===== config.mk =====
export PLATFORM = sky130hd
export DESIGN_NAME = dsm_carrier_select
export DESIGN_NICKNAME = d
export VERILOG_FILES = /design/src/hdl/dsm_pkg.sv /design/src/hdl/dsm_carrier_path.sv /design/src/hdl/dsm_carrier_select.sv
export SDC_FILE = /design/constraint.sdc
export NUM_CORES = 1
export LEC_CHECK = 0
export BUFFER_PORTS_ARGS = -buffer_cell sky130_fd_sc_hd__buf_2
export CAP_MARGIN = 30
export CORE_ASPECT_RATIO = 1.5
export CORE_MARGIN = 2
export CORE_UTILIZATION = 50
export CTS_BUF_LIST = sky130_fd_sc_hd__clkbuf_8
export DETAILED_ROUTE_END_ITERATION = 10
export PLACE_DENSITY = 0.82
export SLEW_MARGIN = 15
export SYNTH_ARGS = -nofsm -noshare
export SYNTH_HDL_FRONTEND = slang
export SYNTH_SLANG_ARGS = --single-unit

===== constraint.sdc =====
create_clock -name CLK -period 2.25 [get_ports CLK]
set_input_delay 0.225 -clock CLK [delete_from_list [all_inputs] [get_ports CLK]]
set_output_delay 0.225 -clock CLK [all_outputs]
set_load 0.03 [all_outputs]

===== src/hdl/dsm_pkg.sv =====
// dsm_pkg: register map, field layout and source codes of the carrier-select stage
// assumes a 32-bit classic Wishbone slave with word-aligned registers
package dsm_pkg;

  // ----------------------------------------
  // register byte addresses
  // ----------------------------------------
  localparam logic [3:0] DSM_ADDR_CON  = 4'h0;
  localparam logic [3:0] DSM_ADDR_SRC  = 4'h4;
  localparam logic [3:0] DSM_ADDR_CARH = 4'h8;
  localparam logic [3:0] DSM_ADDR_CARL = 4'hC;

  // ----------------------------------------
  // carrier control fields
  // ----------------------------------------
  localparam int DSM_CAR_SEL_LSB = 0;
  localparam int DSM_CAR_SYNC    = 5;
  localparam int DSM_CAR_INV     = 6;
  localparam int DSM_CAR_PDIS    = 7;
  localparam logic [7:0] DSM_CAR_WMASK = 8'hEF;

  // ----------------------------------------
  // modulation control fields
  // ----------------------------------------
  localparam int DSM_CON_EN    = 7;
  localparam int DSM_CON_OE    = 6;
  localparam int DSM_CON_SLEW  = 5;
  localparam int DSM_CON_OINV  = 4;
  localparam int DSM_CON_OUT   = 3;
  localparam int DSM_CON_BIT   = 0;
  localparam logic [7:0] DSM_CON_WMASK = 8'hF1;
  localparam logic [7:0] DSM_CON_RESET = 8'h20;
  localparam logic [7:0] DSM_SRC_WMASK = 8'h8F;

  // undefined power-on value, chosen as zero
  localparam logic [7:0] DSM_CAR_RESET = 8'h00;
  localparam logic [7:0] DSM_SRC_RESET = 8'h00;

  // ----------------------------------------
  // carrier source codes
  // ----------------------------------------
  localparam logic [3:0] DSM_SRC_LOW  = 4'h0;
  localparam logic [3:0] DSM_SRC_PIN1 = 4'h1;
  localparam logic [3:0] DSM_SRC_PIN2 = 4'h2;
  localparam logic [3:0] DSM_SRC_REFC = 4'h3;
  localparam logic [3:0] DSM_SRC_PWM1 = 4'h4;

  // modulation source codes
  localparam logic [3:0] DSM_MS_BIT   = 4'h0;
  localparam logic [3:0] DSM_MS_PIN   = 4'h1;
  localparam logic [3:0] DSM_MS_PWM1  = 4'h2;

  typedef enum logic [0:0] {DSM_USE_LOW, DSM_USE_HIGH} dsm_sel_t;

endpackage


===== src/hdl/dsm_carrier_path.sv =====
// dsm_carrier_path: one carrier path: source select, inversion, falling-edge detect
// assumes every source is already synchronised to CLK
`timescale 1ns/1ps
module dsm_carrier_path
  import dsm_pkg::*;
(
  input  wire logic       clk,
  input  wire logic       resetn,
  input  wire logic [3:0] sel,
  input  wire logic       invert,
  input  wire logic [7:0] sources,
  output logic            carrier,
  output logic            fall,
  output logic [7:0]      pin_kill
);

  // ----------------------------------------
  // selection
  // ----------------------------------------
  wire logic       sel_valid;
  wire logic       raw;
  logic            prev;

  assign sel_valid = ~sel[3];
  assign raw       = sel_valid ? sources[sel[2:0]] : 1'b0;
  assign carrier   = raw ^ invert;
  assign fall      = prev & ~carrier;

  // one-hot of the peripheral chosen, for pin disable
  genvar gi;
  generate
    for (gi = 0; gi < 8; gi++)
    begin : g_kill
      assign pin_kill[gi] = sel_valid && (sel[2:0] == 3'(gi));
    end
  endgenerate

  always_ff @(posedge clk or negedge resetn)
  begin
    if (!resetn)
      prev <= 1'b0;
    else
      prev <= carrier;
  end
endmodule // dsm_carrier_path


===== src/hdl/dsm_carrier_select.sv =====
// dsm_carrier_select: carrier-select and modulator mixing stage with Wishbone registers
// assumes pins are asynchronous; PWM and reference clock share CLK
`timescale 1ns/1ps
module dsm_carrier_select
  import dsm_pkg::*;
(
  input  wire logic        CLK,
  input  wire logic        RESETN,
  input  wire logic        POR_N,
  input  wire logic        WB_CYC_I,
  input  wire logic        WB_STB_I,
  input  wire logic        WB_WE_I,
  input  wire logic [3:0]  WB_ADR_I,
  input  wire logic [3:0]  WB_SEL_I,
  input  wire logic [31:0] WB_DAT_I,
  output logic [31:0]      WB_DAT_O,
  output logic             WB_ACK_O,
  input  wire logic        CARRIER_PIN_ONE,
  input  wire logic        CARRIER_PIN_TWO,
  input  wire logic        MOD_PIN,
  input  wire logic        REFERENCE_CLOCK_OUTPUT,
  input  wire logic [3:0]  PWM_CHANNEL,
  output logic             MODULATED_OUTPUT_VALUE,
  output logic             MODULATOR_PIN_OUTPUT_ENABLE,
  output logic             OUTPUT_SLEW_LIMIT,
  output logic [7:0]       CARRIER_PIN_DISABLE,
  output logic             MOD_SOURCE_PIN_DISABLE
);

  // ----------------------------------------
  // pin synchronisers
  // ----------------------------------------
  logic [2:0] pin_s1;
  logic [2:0] pin_s2;

  always_ff @(posedge CLK or negedge RESETN)
  begin
    if (!RESETN)
    begin
      pin_s1 <= 3'h0;
      pin_s2 <= 3'h0;
    end
    else
    begin
      pin_s1 <= {MOD_PIN, CARRIER_PIN_TWO, CARRIER_PIN_ONE};
      pin_s2 <= pin_s1;
    end
  end

  // ----------------------------------------
  // registers
  // ----------------------------------------
  logic [7:0] modulation_control;
  logic [7:0] modulation_source_control;
  logic [7:0] high_carrier_control;
  logic [7:0] low_carrier_control;

  wire logic       bus_req;
  wire logic       bus_wr;
  wire logic       hit_con;
  wire logic       hit_src;
  wire logic       hit_carh;
  wire logic       hit_carl;
  wire logic       out_now;
  wire logic [7:0] con_rd;
  wire logic [7:0] rd_byte;

  assign bus_req  = WB_CYC_I & WB_STB_I & ~WB_ACK_O;
  assign bus_wr   = bus_req & WB_WE_I & WB_SEL_I[0];
  assign hit_con  = WB_ADR_I == DSM_ADDR_CON;
  assign hit_src  = WB_ADR_I == DSM_ADDR_SRC;
  assign hit_carh = WB_ADR_I == DSM_ADDR_CARH;
  assign hit_carl = WB_ADR_I == DSM_ADDR_CARL;
  assign con_rd   = (modulation_control & DSM_CON_WMASK) | ({7'h00, out_now} << DSM_CON_OUT);
  // unmapped addresses still ack and read zero
  assign rd_byte  = hit_con  ? con_rd :
                    hit_src  ? modulation_source_control :
                    hit_carh ? high_carrier_control :
                    hit_carl ? low_carrier_control : 8'h00;

  // carrier registers only lose their value on power-on, not on RESETN
  always_ff @(posedge CLK or negedge POR_N)
  begin
    if (!POR_N)
    begin
      high_carrier_control      <= DSM_CAR_RESET;
      low_carrier_control       <= DSM_CAR_RESET;
      modulation_source_control <= DSM_SRC_RESET;
    end
    else if (bus_wr && hit_carh)
      high_carrier_control <= WB_DAT_I[7:0] & DSM_CAR_WMASK;
    else if (bus_wr && hit_carl)
      low_carrier_control <= WB_DAT_I[7:0] & DSM_CAR_WMASK;
    else if (bus_wr && hit_src)
      modulation_source_control <= WB_DAT_I[7:0] & DSM_SRC_WMASK;
  end

  always_ff @(posedge CLK or negedge RESETN)
  begin
    if (!RESETN)
    begin
      modulation_control <= DSM_CON_RESET;
      WB_ACK_O           <= 1'b0;
      WB_DAT_O           <= 32'h0000_0000;
    end
    else
    begin
      WB_ACK_O <= bus_req;
      WB_DAT_O <= {24'h00_0000, rd_byte};
      if (bus_wr && hit_con)
        modulation_control <= WB_DAT_I[7:0] & DSM_CON_WMASK;
    end
  end

  // ----------------------------------------
  // carrier paths
  // ----------------------------------------
  wire logic [7:0] sources;
  wire logic       car_high;
  wire logic       car_low;
  wire logic       fall_high;
  wire logic       fall_low;
  wire logic [7:0] kill_high;
  wire logic [7:0] kill_low;

  assign sources = {PWM_CHANNEL, REFERENCE_CLOCK_OUTPUT, pin_s2[1], pin_s2[0], 1'b0};

  dsm_carrier_path u_high (
    .clk      (CLK),
    .resetn   (RESETN),
    .sel      (high_carrier_control[3:0]),
    .invert   (high_carrier_control[DSM_CAR_INV]),
    .sources  (sources),
    .carrier  (car_high),
    .fall     (fall_high),
    .pin_kill (kill_high)
  );

  dsm_carrier_path u_low (
    .clk      (CLK),
    .resetn   (RESETN),
    .sel      (low_carrier_control[3:0]),
    .invert   (low_carrier_control[DSM_CAR_INV]),
    .sources  (sources),
    .carrier  (car_low),
    .fall     (fall_low),
    .pin_kill (kill_low)
  );

  // ----------------------------------------
  // modulation source and mixing
  // ----------------------------------------
  wire logic [3:0] ms_sel;
  wire logic       mod_sig;
  wire logic       enable;
  wire dsm_sel_t   want;
  wire logic       may_switch;
  dsm_sel_t        use_sel;
  wire dsm_sel_t   next_use_sel;
  wire logic       mixed;

  assign ms_sel  = modulation_source_control[3:0];
  assign mod_sig = (ms_sel == DSM_MS_BIT) ? modulation_control[DSM_CON_BIT] :
                   (ms_sel == DSM_MS_PIN) ? pin_s2[2] :
                   (ms_sel >= DSM_MS_PWM1 && ms_sel < 4'h6) ?
                     PWM_CHANNEL[2'(ms_sel - DSM_MS_PWM1)] : 1'b0;
  assign enable  = modulation_control[DSM_CON_EN];
  assign want    = mod_sig ? DSM_USE_HIGH : DSM_USE_LOW;
  // spurs traded for latency: unsynced paths switch at once
  assign may_switch = (use_sel == DSM_USE_HIGH) ?
                      (~high_carrier_control[DSM_CAR_SYNC] | fall_high) :
                      (~low_carrier_control[DSM_CAR_SYNC] | fall_low);
  assign next_use_sel = (want != use_sel && may_switch) ? want : use_sel;
  assign mixed   = (use_sel == DSM_USE_HIGH) ? car_high : car_low;
  assign out_now = MODULATED_OUTPUT_VALUE;

  always_ff @(posedge CLK or negedge RESETN)
  begin
    if (!RESETN)
    begin
      use_sel                     <= DSM_USE_LOW;
      MODULATED_OUTPUT_VALUE      <= 1'b0;
      MODULATOR_PIN_OUTPUT_ENABLE <= 1'b0;
      OUTPUT_SLEW_LIMIT           <= 1'b1;
      CARRIER_PIN_DISABLE         <= 8'h00;
      MOD_SOURCE_PIN_DISABLE      <= 1'b0;
    end
    else
    begin
      use_sel                <= enable ? next_use_sel : want;
      MODULATED_OUTPUT_VALUE <= enable & (mixed ^ modulation_control[DSM_CON_OINV]);
      MODULATOR_PIN_OUTPUT_ENABLE <= enable & modulation_control[DSM_CON_OE];
      OUTPUT_SLEW_LIMIT      <= modulation_control[DSM_CON_SLEW];
      CARRIER_PIN_DISABLE    <= ({8{high_carrier_control[DSM_CAR_PDIS]}} & kill_high)
                              | ({8{low_carrier_control[DSM_CAR_PDIS]}} & kill_low);
      MOD_SOURCE_PIN_DISABLE <= modulation_source_control[7];
    end
  end
endmodule // dsm_carrier_select


* After elaboration in Yosys (flattened, before gate mapping) *
Cells that the tools add are included.

cells by class
  add/sub/neg operators = 1
  $lt $le $gt $ge = 5
  mux-type cells = 20
  eq/ne operators = 20
  bitwise operators = 26
  reduce and logical (&&, ||, !) cells = 28

operators by type and width
  operator            number
  $mux 8              4
  $eq 3x3->1 const B  8
  $logic_and 1x1->1   22
  $and 8x8->8         2
  $mux 1              13
  $eq 3x2->1 const B  4
  $not 1->1           9
  $and 1x1->1         8
  $eq 4x4->1 const B  2
  $logic_not 4->1     2
  $lt 3x4->1 const B  2
  $or 8x4->8          1
  $or 8x8->8          1
  $bmux 1 s3          2
  $eq 3x1->1 const B  2
  $logic_not 3->1     2
  $eq 4x1->1 const B  1
  $eq 4x3->1 const B  1
  $ge 4x2->1 const B  1
  $lt 4x3->1 const B  1
  $lt 2x3->1 const B  1
  $reduce_and 3->1    1
  $xor 1x1->1         3
  $bmux 1 s2          1
  5 further kinds     6

storage, ports and cells
  flip-flop bits (word level) = 54
  input bits = 54
  word-level logic and storage cells = 116

* Depth between registers and ports, before layout *
Gate-level depths: netlist of the first run.

  depth after elaboration = 11
  depth in mapped cells = 6
  gate-level depth less buffers = 5

* Cells and area by module *
A second synthesis of the first run with hierarchy kept.

second synthesis, totals
  cells, all modules = 208
  area total of the unflattened synthesis = 2670.1 um2

by module, submodules not included
  module              cells each  area an instance (um2)  times used
  dsm_carrier_select  158         2272.2                  1
  dsm_carrier_path    25          198.9                   2

* Least setup slack after synthesis of the first run *
Ideal clock, no wire load.

  kind = register to register
  from = reg low_carrier_control[0]
  to = reg MODULATED_OUTPUT_VALUE
  required time = 2160 ps
  setup time = 90 ps
  arrival time = 1823 ps
  stages on the path, launching flop included = 7
  setup slack = 337 ps
  buffers on the path = 1
  clock period less this slack = 1913 ps
  path through = dfrtp_1 buf_6 mux4_2 nor2b_1 or4_4 a2111o_1 o2111ai_1

between the ends
  word-level cells in the longest chain between the ends = 7

RTL lines
  what                          line                       source
  from (decl)                   dsm_carrier_select.sv:56   logic [7:0] low_carrier_control;
  from (signal assigned)        dsm_carrier_select.sv:93   low_carrier_control <= WB_DAT_I[7:0] & DSM_CAR_WMASK;
  $bmux 1 s3                    dsm_carrier_path.sv:25     assign raw = sel_valid ? sources[sel[2:0]] : 1'b0;
  $mux 1 (implied by the code)  dsm_carrier_path.sv:25
  $mux 1                        dsm_carrier_path.sv:25
  $xor 1x1->1                   dsm_carrier_path.sv:26     assign carrier = raw ^ invert;
  $mux 1                        dsm_carrier_select.sv:174  assign mixed = (use_sel == DSM_USE_HIGH) ? car_high : car_low;
  $xor 1x1->1                   dsm_carrier_select.sv:191  MODULATED_OUTPUT_VALUE <= enable & (mixed ^ modulation_control[DSM_CON_OINV]);
  $and 1x1->1                   dsm_carrier_select.sv:191
  to (signal assigned)          dsm_carrier_select.sv:191
  to (decl)                     dsm_carrier_select.sv:23   output logic MODULATED_OUTPUT_VALUE,

No other way between the ends. The select of a mux whose other input is x is not followed.
A chain may end at the register's enable or synchronous reset.

* Final worst setup path of the first run *
  from = reg high_carrier_control[0]
  to = reg MODULATED_OUTPUT_VALUE

between the ends
  word-level cells in the longest chain between the ends = 7

RTL lines
  what                          line                       source
  from (decl)                   dsm_carrier_select.sv:55   logic [7:0] high_carrier_control;
  from (signal assigned)        dsm_carrier_select.sv:91   high_carrier_control <= WB_DAT_I[7:0] & DSM_CAR_WMASK;
  $bmux 1 s3                    dsm_carrier_path.sv:25
  $mux 1 (implied by the code)  dsm_carrier_path.sv:25
  $mux 1                        dsm_carrier_path.sv:25
  $xor 1x1->1                   dsm_carrier_path.sv:26
  named net car_high            dsm_carrier_select.sv:119  wire logic car_high;
  $mux 1                        dsm_carrier_select.sv:174
  $xor 1x1->1                   dsm_carrier_select.sv:191
  $and 1x1->1                   dsm_carrier_select.sv:191

The timed path passes the listed nets, and every way through them passes these cells. The select of a mux whose other input is x is not followed.

==> impl_metrics.tcl, run 1 <==
set metrics [dict create \
    max-vdd-ir-drop_v 0.000454 \
    area_delta_synth_final_pct 13.9 \
    finalHoldViolCount 20 \
    clockBufferDepth 2 \
    clk_latency_ns 0.30 \
    dpl_cell_area_um2 2740 \
    coreArea_um2 4850 \
    skew_ns 0.00738 \
    drt-initial-drc-count 42 \
    crit_fanout 9 \
    relSlewSlack_pct 49.6 \
    ys_warn_count 0 \
    ys_seq_elements 54 \
    antenna_found_initial 0 \
    synth-compound-area-share_pct 7.07 \
    fp.dieW_um 61.9 \
    async_flop_share_pct 100 \
    drt_first_pass_iters 4 \
    fin_nets 300 \
    die-area_um2 5620 \
    synth.most_common_cell "dfrtp_1" \
    rrSetupSlack_ns 0.25 \
    hold_ws_ns -0.0207 \
    startpoint_type "flop" \
    grt_overflow 0 \
    gp_congestion 0.859 \
    yosysUniqueCellTypes 40 \
    syn-instance-count 193 \
    grt_pass1_wl_um 7980 \
    syn_area_um2 2510 \
    yosys.area_share.simple_pct 10.4 \
    p_total_mw 1.99 \
    crit_chain "mux4_2, nor2b_1, nor4_1, or2_2, o2111ai_1" \
    violations "hold timing" \
    cts.sinks 54 \
    cts-root-buf "clkbuf_8" \
    wl_per_cell_um 15.6 \
    wl_met1_um 1830 \
    hold_path.class "primary input to asynchronous set/reset pin" \
    critical_path_class "flop to flop" \
    worst_pin_slew_ns 0.756 \
    dr_total_vias 1684 \
    cp_top_family "simple AND/OR/NAND/NOR gates" \
    synth-seq-area-share_pct 53.9 \
    io_buffers 47 \
    muxShareOfSynthArea_pct 19.8 \
    synth_ff_type "dfrtp_1" \
    fin_tns_setup_ns 0 \
    final_area_um2 2860 \
    drive_above_1_share_pct 41.7 \
    synth_top_cell_by_area "dfrtp_1" \
    dp_hpwl_um 3650 \
    synth_top_area_share_pct 51.8 \
    fin_crit_sh_pct 88.7 \
    place_inst 304 \
    via_per_inst 5.38 \
    rsz0062_at_grt "no" \
    synth_area_leaders "dfrtp_1 (52%), mux2_2 (13%), buf_4 (7.2%)" \
    path_buf_inv 0 \
    power.density_nw_per_um2 694 \
    cts_made_buffers 5 \
    dr_wl_met3_um 291 \
    rows 31 \
    critPathArrivalTime_ns 2.21 \
    finalCriticalPeriod_ns 2.00 \
    io_pins 99 \
    grt_pass1_vias 1700 \
    drt-total-wl_um 4890 \
    synth_adder_area_share_pct 0 \
    cp.required_ns 2.46 \
    grt_max_degree 36 \
    top_layer "met4" \
    clk_pin_slew_worst_paths_ns 0.09 \
    fin_cells 313 \
    synth_common_cells "dfrtp_1 (52), mux2_2 (30), buf_4 (24), nand2_1 (8)" \
    die_h_um 90.8 \
    p_leak_nw 1.44 \
    setup-violations-final 0 \
    crit_slowest_cell "mux4_2" \
    cts_tree "yes" \
    max_stage_delay_ns 0.54 \
    fmax_mhz 501 \
    synth_edf_count 0 \
    synthXorXnorAreaFrac_pct 0 \
    endpoint_kind "flop" \
    postRouteAntennaNets 0 \
    drc 0 \
    cap_violations 0 \
    outcome "complete, but fails checks" \
    start_util_pct 51.8 \
    synth_top_family_by_area "multiplexers" \
    drv_slew 0 \
    diodes 0 \
    synth_area_per_cell_um2 13.0 \
    wl_met2_um 2580 \
    cts.htree.levels 2 \
    gr-usage-all-layers_pct 19.4 \
]
metrics by stage:
step	util, %	setup slack (ns)
2_1_floorplan	-	0.337
3_3_place_gp	56.5	0.191
3_5_place_dp	56.5	0.140
4_1_cts	58.9	0.127
5_1_grt	59.1	0.156
6_report	59.1	0.253
sequential cells by signal (all words and copies together), names as in the netlist:
register	count
WB_ACK_O	1
modulation_source_control	5
MODULATED_OUTPUT_VALUE	1
MODULATOR_PIN_OUTPUT_ENABLE	1
pin_s2	3
pin_s1	3
high_carrier_control	7
u_low.prev	1
CARRIER_PIN_DISABLE	8
modulation_control	5
MOD_SOURCE_PIN_DISABLE	1
u_high.prev	1
OUTPUT_SLEW_LIMIT	1
low_carrier_control	7
WB_DAT_O	8
use_sel	1
power by group:
group	total [mW]	switching [mW]	internal, mW
clock	0.612	0.288	0.324
combinational	0.291	0.174	0.117
sequential	1.08	0.0552	1.03
kinds of logic (layout without fill, tap and decap cells):
kind of cell / after synthesis / after routing
AO/OA/AOI/OAI: 23 / 23
buffers and inverters: 32 / 63
flip-flops: 54 / 54
multiplexers: 38 / 38
other: 1 / 24
AND/OR/NAND/NOR: 45 / 45
cell usage in the layout (no fill, tap or decap), types with 4 or more instances in the layout:
master    count
buf_2        47
nand2_1       8
dfrtp_1      52
buf_4         5
mux4_2        5
conb_1       24
nor2_1        7
mux2_2       30
clkbuf_8      5
nor2b_1       7
a22oi_1       4
inv_1         4
nand3_1       4
o22ai_1       6
path summary, 6_finish.rpt:
check / start / endpoint / cells past startpoint
setup / recovery: high_carrier_control[0]$_DFFE_PN0N_ / MODULATED_OUTPUT_VALUE$_DFF_PN0_ / 5
hold / removal: RESETN / CARRIER_PIN_DISABLE[0]$_DFF_PN0_ / 1
setup reg to reg: high_carrier_control[0]$_DFFE_PN0N_ / MODULATED_OUTPUT_VALUE$_DFF_PN0_ / 5
hold reg to reg: pin_s1[1]$_DFF_PN0_ / pin_s2[1]$_DFF_PN0_ / 0
max in group asynchronous: POR_N / high_carrier_control[2]$_DFFE_PN0N_ / 2
min in group CLK: CARRIER_PIN_ONE / pin_s1[0]$_DFF_PN0_ / 1
routing by layer:
metal | global-route usage (%) | up-vias
li1 | - | 756
met1 | 23.2 | 833
met2 | 29.9 | 81
met3 | 4.73 | 14
met4 | 12.4 | 0
met5 | 0 | -
area by class of cell:
cell class,count,area (um2)
tap,66,82.6
inverter,2,7.51
clock inverter,3,37.5
timing repair buffer,53,283
fill,407,1980
clock buffer,5,68.8
sequential,54,1350
multi-input combinational,130,1030
repair_timing:
item | 4_1_cts | 5_1_grt
setup endpoints to repair | 0 | 1
hold buffers | 1 | 0
resized for setup | 0 | 1
endpoints found under the hold margin | 19 | 0
buffers inserted | 0 | 0
Power figures use the tool's default switching activity.
==> run 2, diff against run 1 <==
--- a/config.mk
+++ b/config.mk
@@ -7,12 +7,14 @@
 export LEC_CHECK = 0
 export BUFFER_PORTS_ARGS = -buffer_cell sky130_fd_sc_hd__buf_2
 export CAP_MARGIN = 30
+export CELL_PAD_IN_SITES_DETAIL_PLACEMENT = 1
+export CELL_PAD_IN_SITES_GLOBAL_PLACEMENT = 1
 export CORE_ASPECT_RATIO = 1.5
 export CORE_MARGIN = 2
-export CORE_UTILIZATION = 50
+export CORE_UTILIZATION = 39
 export CTS_BUF_LIST = sky130_fd_sc_hd__clkbuf_8
 export DETAILED_ROUTE_END_ITERATION = 10
-export PLACE_DENSITY = 0.82
+export PLACE_DENSITY_LB_ADDON = 0.1
 export SLEW_MARGIN = 15
 export SYNTH_ARGS = -nofsm -noshare
 export SYNTH_HDL_FRONTEND = slang
==> impl_metrics.tcl, run 2 (same netlist as run 1, synthesis figures left out) <==
set metrics [dict create \
    cp.required_ns 2.48 \
    multi_input_area_um2 1020 \
    clkPwrFrac_pct 29.3 \
    rows 35 \
    dp_hpwl_um 4240 \
    cp_top_family "simple AND/OR/NAND/NOR gates" \
    drt-total-wl_um 5690 \
    fin_tns_setup_ns 0 \
    fin_crit_sh_pct 87.9 \
    path_buf_inv 1 \
    io_buffers 47 \
    finalHoldViolCount 0 \
    swShare_pct 28.4 \
    cp-startpoint "low_carrier_control[0]$_DFFE_PN0P_" \
    fin_nets 301 \
    grt_pass1_wl_um 9110 \
    skew_ns 0.0112 \
    antenna_found_initial 0 \
    final.fill_count 681 \
    crit_fanout 7 \
    cts.sinks 54 \
    dr_total_vias 1665 \
    gp_congestion 0.743 \
    clk_latency_ns 0.31 \
    max-vdd-ir-drop_v 0.000358 \
    final_area_um2 2860 \
    comb_power_share_pct 15.1 \
    critPathArrivalTime_ns 2.21 \
    layout.cells.most_common "dfrtp_1" \
    start_util_pct 40.7 \
    post_cts.repair.setup_buffers 0 \
    hold_path.class "primary input to asynchronous set/reset pin" \
    reg2reg_depth 6 \
    rr_endpoint "MODULATED_OUTPUT_VALUE$_DFF_PN0_" \
    grt_pass1_vias 1741 \
    reg.largest.list "CARRIER_PIN_DISABLE x8, WB_DAT_O x8" \
    relSlewSlack_pct 45.4 \
    finalCriticalPeriod_ns 1.98 \
    critical_path_class "flop to flop" \
    cts-root-buf "clkbuf_8" \
    wl_per_cell_um 17.7 \
    outcome "complete, no violations" \
    fp.dieW_um 69.6 \
    grt_overflow 0 \
    endpoint_kind "flop" \
    drt-initial-drc-count 62 \
    dpl_cell_area_um2 2760 \
    postRouteAntennaNets 0 \
    startpoint_type "flop" \
    seqPwrFrac_pct 55.6 \
    grt_max_degree 36 \
    drv_slew 0 \
    gr-usage-all-layers_pct 16.8 \
    p_int_mw 1.39 \
    clockBufferDepth 2 \
    ff_latch_area_um2 1350 \
    area_delta_synth_final_pct 13.9 \
    die-area_um2 7120 \
    clk_pin_slew_worst_paths_ns 0.10 \
    cts_tree "yes" \
    diodes 0 \
    worst_pin_slew_ns 0.819 \
    p_leak_nw 1.43 \
    cts.htree.levels 2 \
    via_per_inst 5.17 \
    drc 0 \
    rrSetupSlack_ns 0.27 \
    coreArea_um2 6170 \
    layout_common_cells "dfrtp_1 (52), buf_2 (47), mux2_2 (30)" \
    die_h_um 102 \
    io_pins 99 \
    power.density_nw_per_um2 679 \
    drt_first_pass_iters 4 \
    drive_above_1_share_pct 42.3 \
    timing.rr.start "low_carrier_control[0]$_DFFE_PN0P_" \
    crit_slowest_cell "or4_4" \
    cap_violations 0 \
    max_stage_delay_ns 0.47 \
    cts_made_buffers 5 \
    rsz0062_at_grt "no" \
    power.switching_mw 0.552 \
    fmax_mhz 505 \
    crit_chain "buf_4, and2b_1, a221oi_1, or4_4, a2111o_1, o2111ai_1" \
    setup-violations-final 0 \
]
-- run 2: cell types whose count changed in the layout (fill, tap and decap cells not counted) --
cell,before,now
bufinv_16,1,0
clkinv_2,0,1
clkinvlp_4,0,1
a221oi_1,1,2
a221oi_2,1,0
buf_4,5,6
clkbuf_8,5,6
inv_1,4,2
-- run 2: worst max path at each step --
stage	end	depth (start not counted)
after global placement	MODULATED_OUTPUT_VALUE$_DFF_PN0_	5
final	MODULATED_OUTPUT_VALUE$_DFF_PN0_	6
after CTS	MODULATED_OUTPUT_VALUE$_DFF_PN0_	6
after floorplan	MODULATED_OUTPUT_VALUE$_DFF_PN0_	6
after global routing	MODULATED_OUTPUT_VALUE$_DFF_PN0_	6
after detailed placement	MODULATED_OUTPUT_VALUE$_DFF_PN0_	6
-- run 2: metal layers --
| metal | GRT usage [%] | share of wire, % | vias to the layer above | routed length [um] |
|---|---|---|---|---|
| met2 | 29.9 | 54 | 41 | 3060 |
| met5 | 0 | 0 | - | 0 |
| met1 | 20.6 | 41 | 861 | 2350 |
| met4 | 6.18 | 1.4 | 0 | 79 |
| li1 | - | - | 756 | - |
| met3 | 3.06 | 3.6 | 7 | 202 |
-- run 2: final cells by class --
type                            count  area share [%]
Clock inverter                      2           0.437
Tap cell                           74            3.23
Clock buffer                        6            2.88
Multi-Input combinational cell    130            35.8
Timing Repair Buffer               54            10.1
Inverter                            2           0.262
Sequential cell                    54            47.3
-- run 2: power by group through the flow --
stage | combinational, mW | sequential [mW] | clock [mW]
final | 0.294 | 1.08 | 0.569
after global placement | 0.287 | 1.10 | 0
after CTS | 0.295 | 1.08 | 0.593
after floorplan | 0.220 | 1.10 | 0
after detailed placement | 0.293 | 1.10 | 0
after global routing | 0.320 | 1.09 | 0.633
-- run 2: per-stage QoR --
stage | hold WS, ns | setup WS [ns] | instances | util [%] | power [mW]
after floorplan | -0.0706 | 0.337 | 216 | - | 1.32
after global placement | 0.206 | 0.291 | 313 | 44.7 | 1.39
after detailed placement | 0.214 | 0.266 | 313 | 44.7 | 1.39
after CTS | 0.0100 | 0.254 | 322 | 46.4 | 1.97
after global routing | 0.00162 | 0.164 | 322 | 46.4 | 2.04
final | 0.00123 | 0.271 | 322 | 46.4 | 1.94
-- run 2: repair_timing --
item / 4_1_cts / 5_1_grt
endpoints found under the hold margin: 19 / 0
hold buffers: 1 / 0
resized for setup: 0 / 0
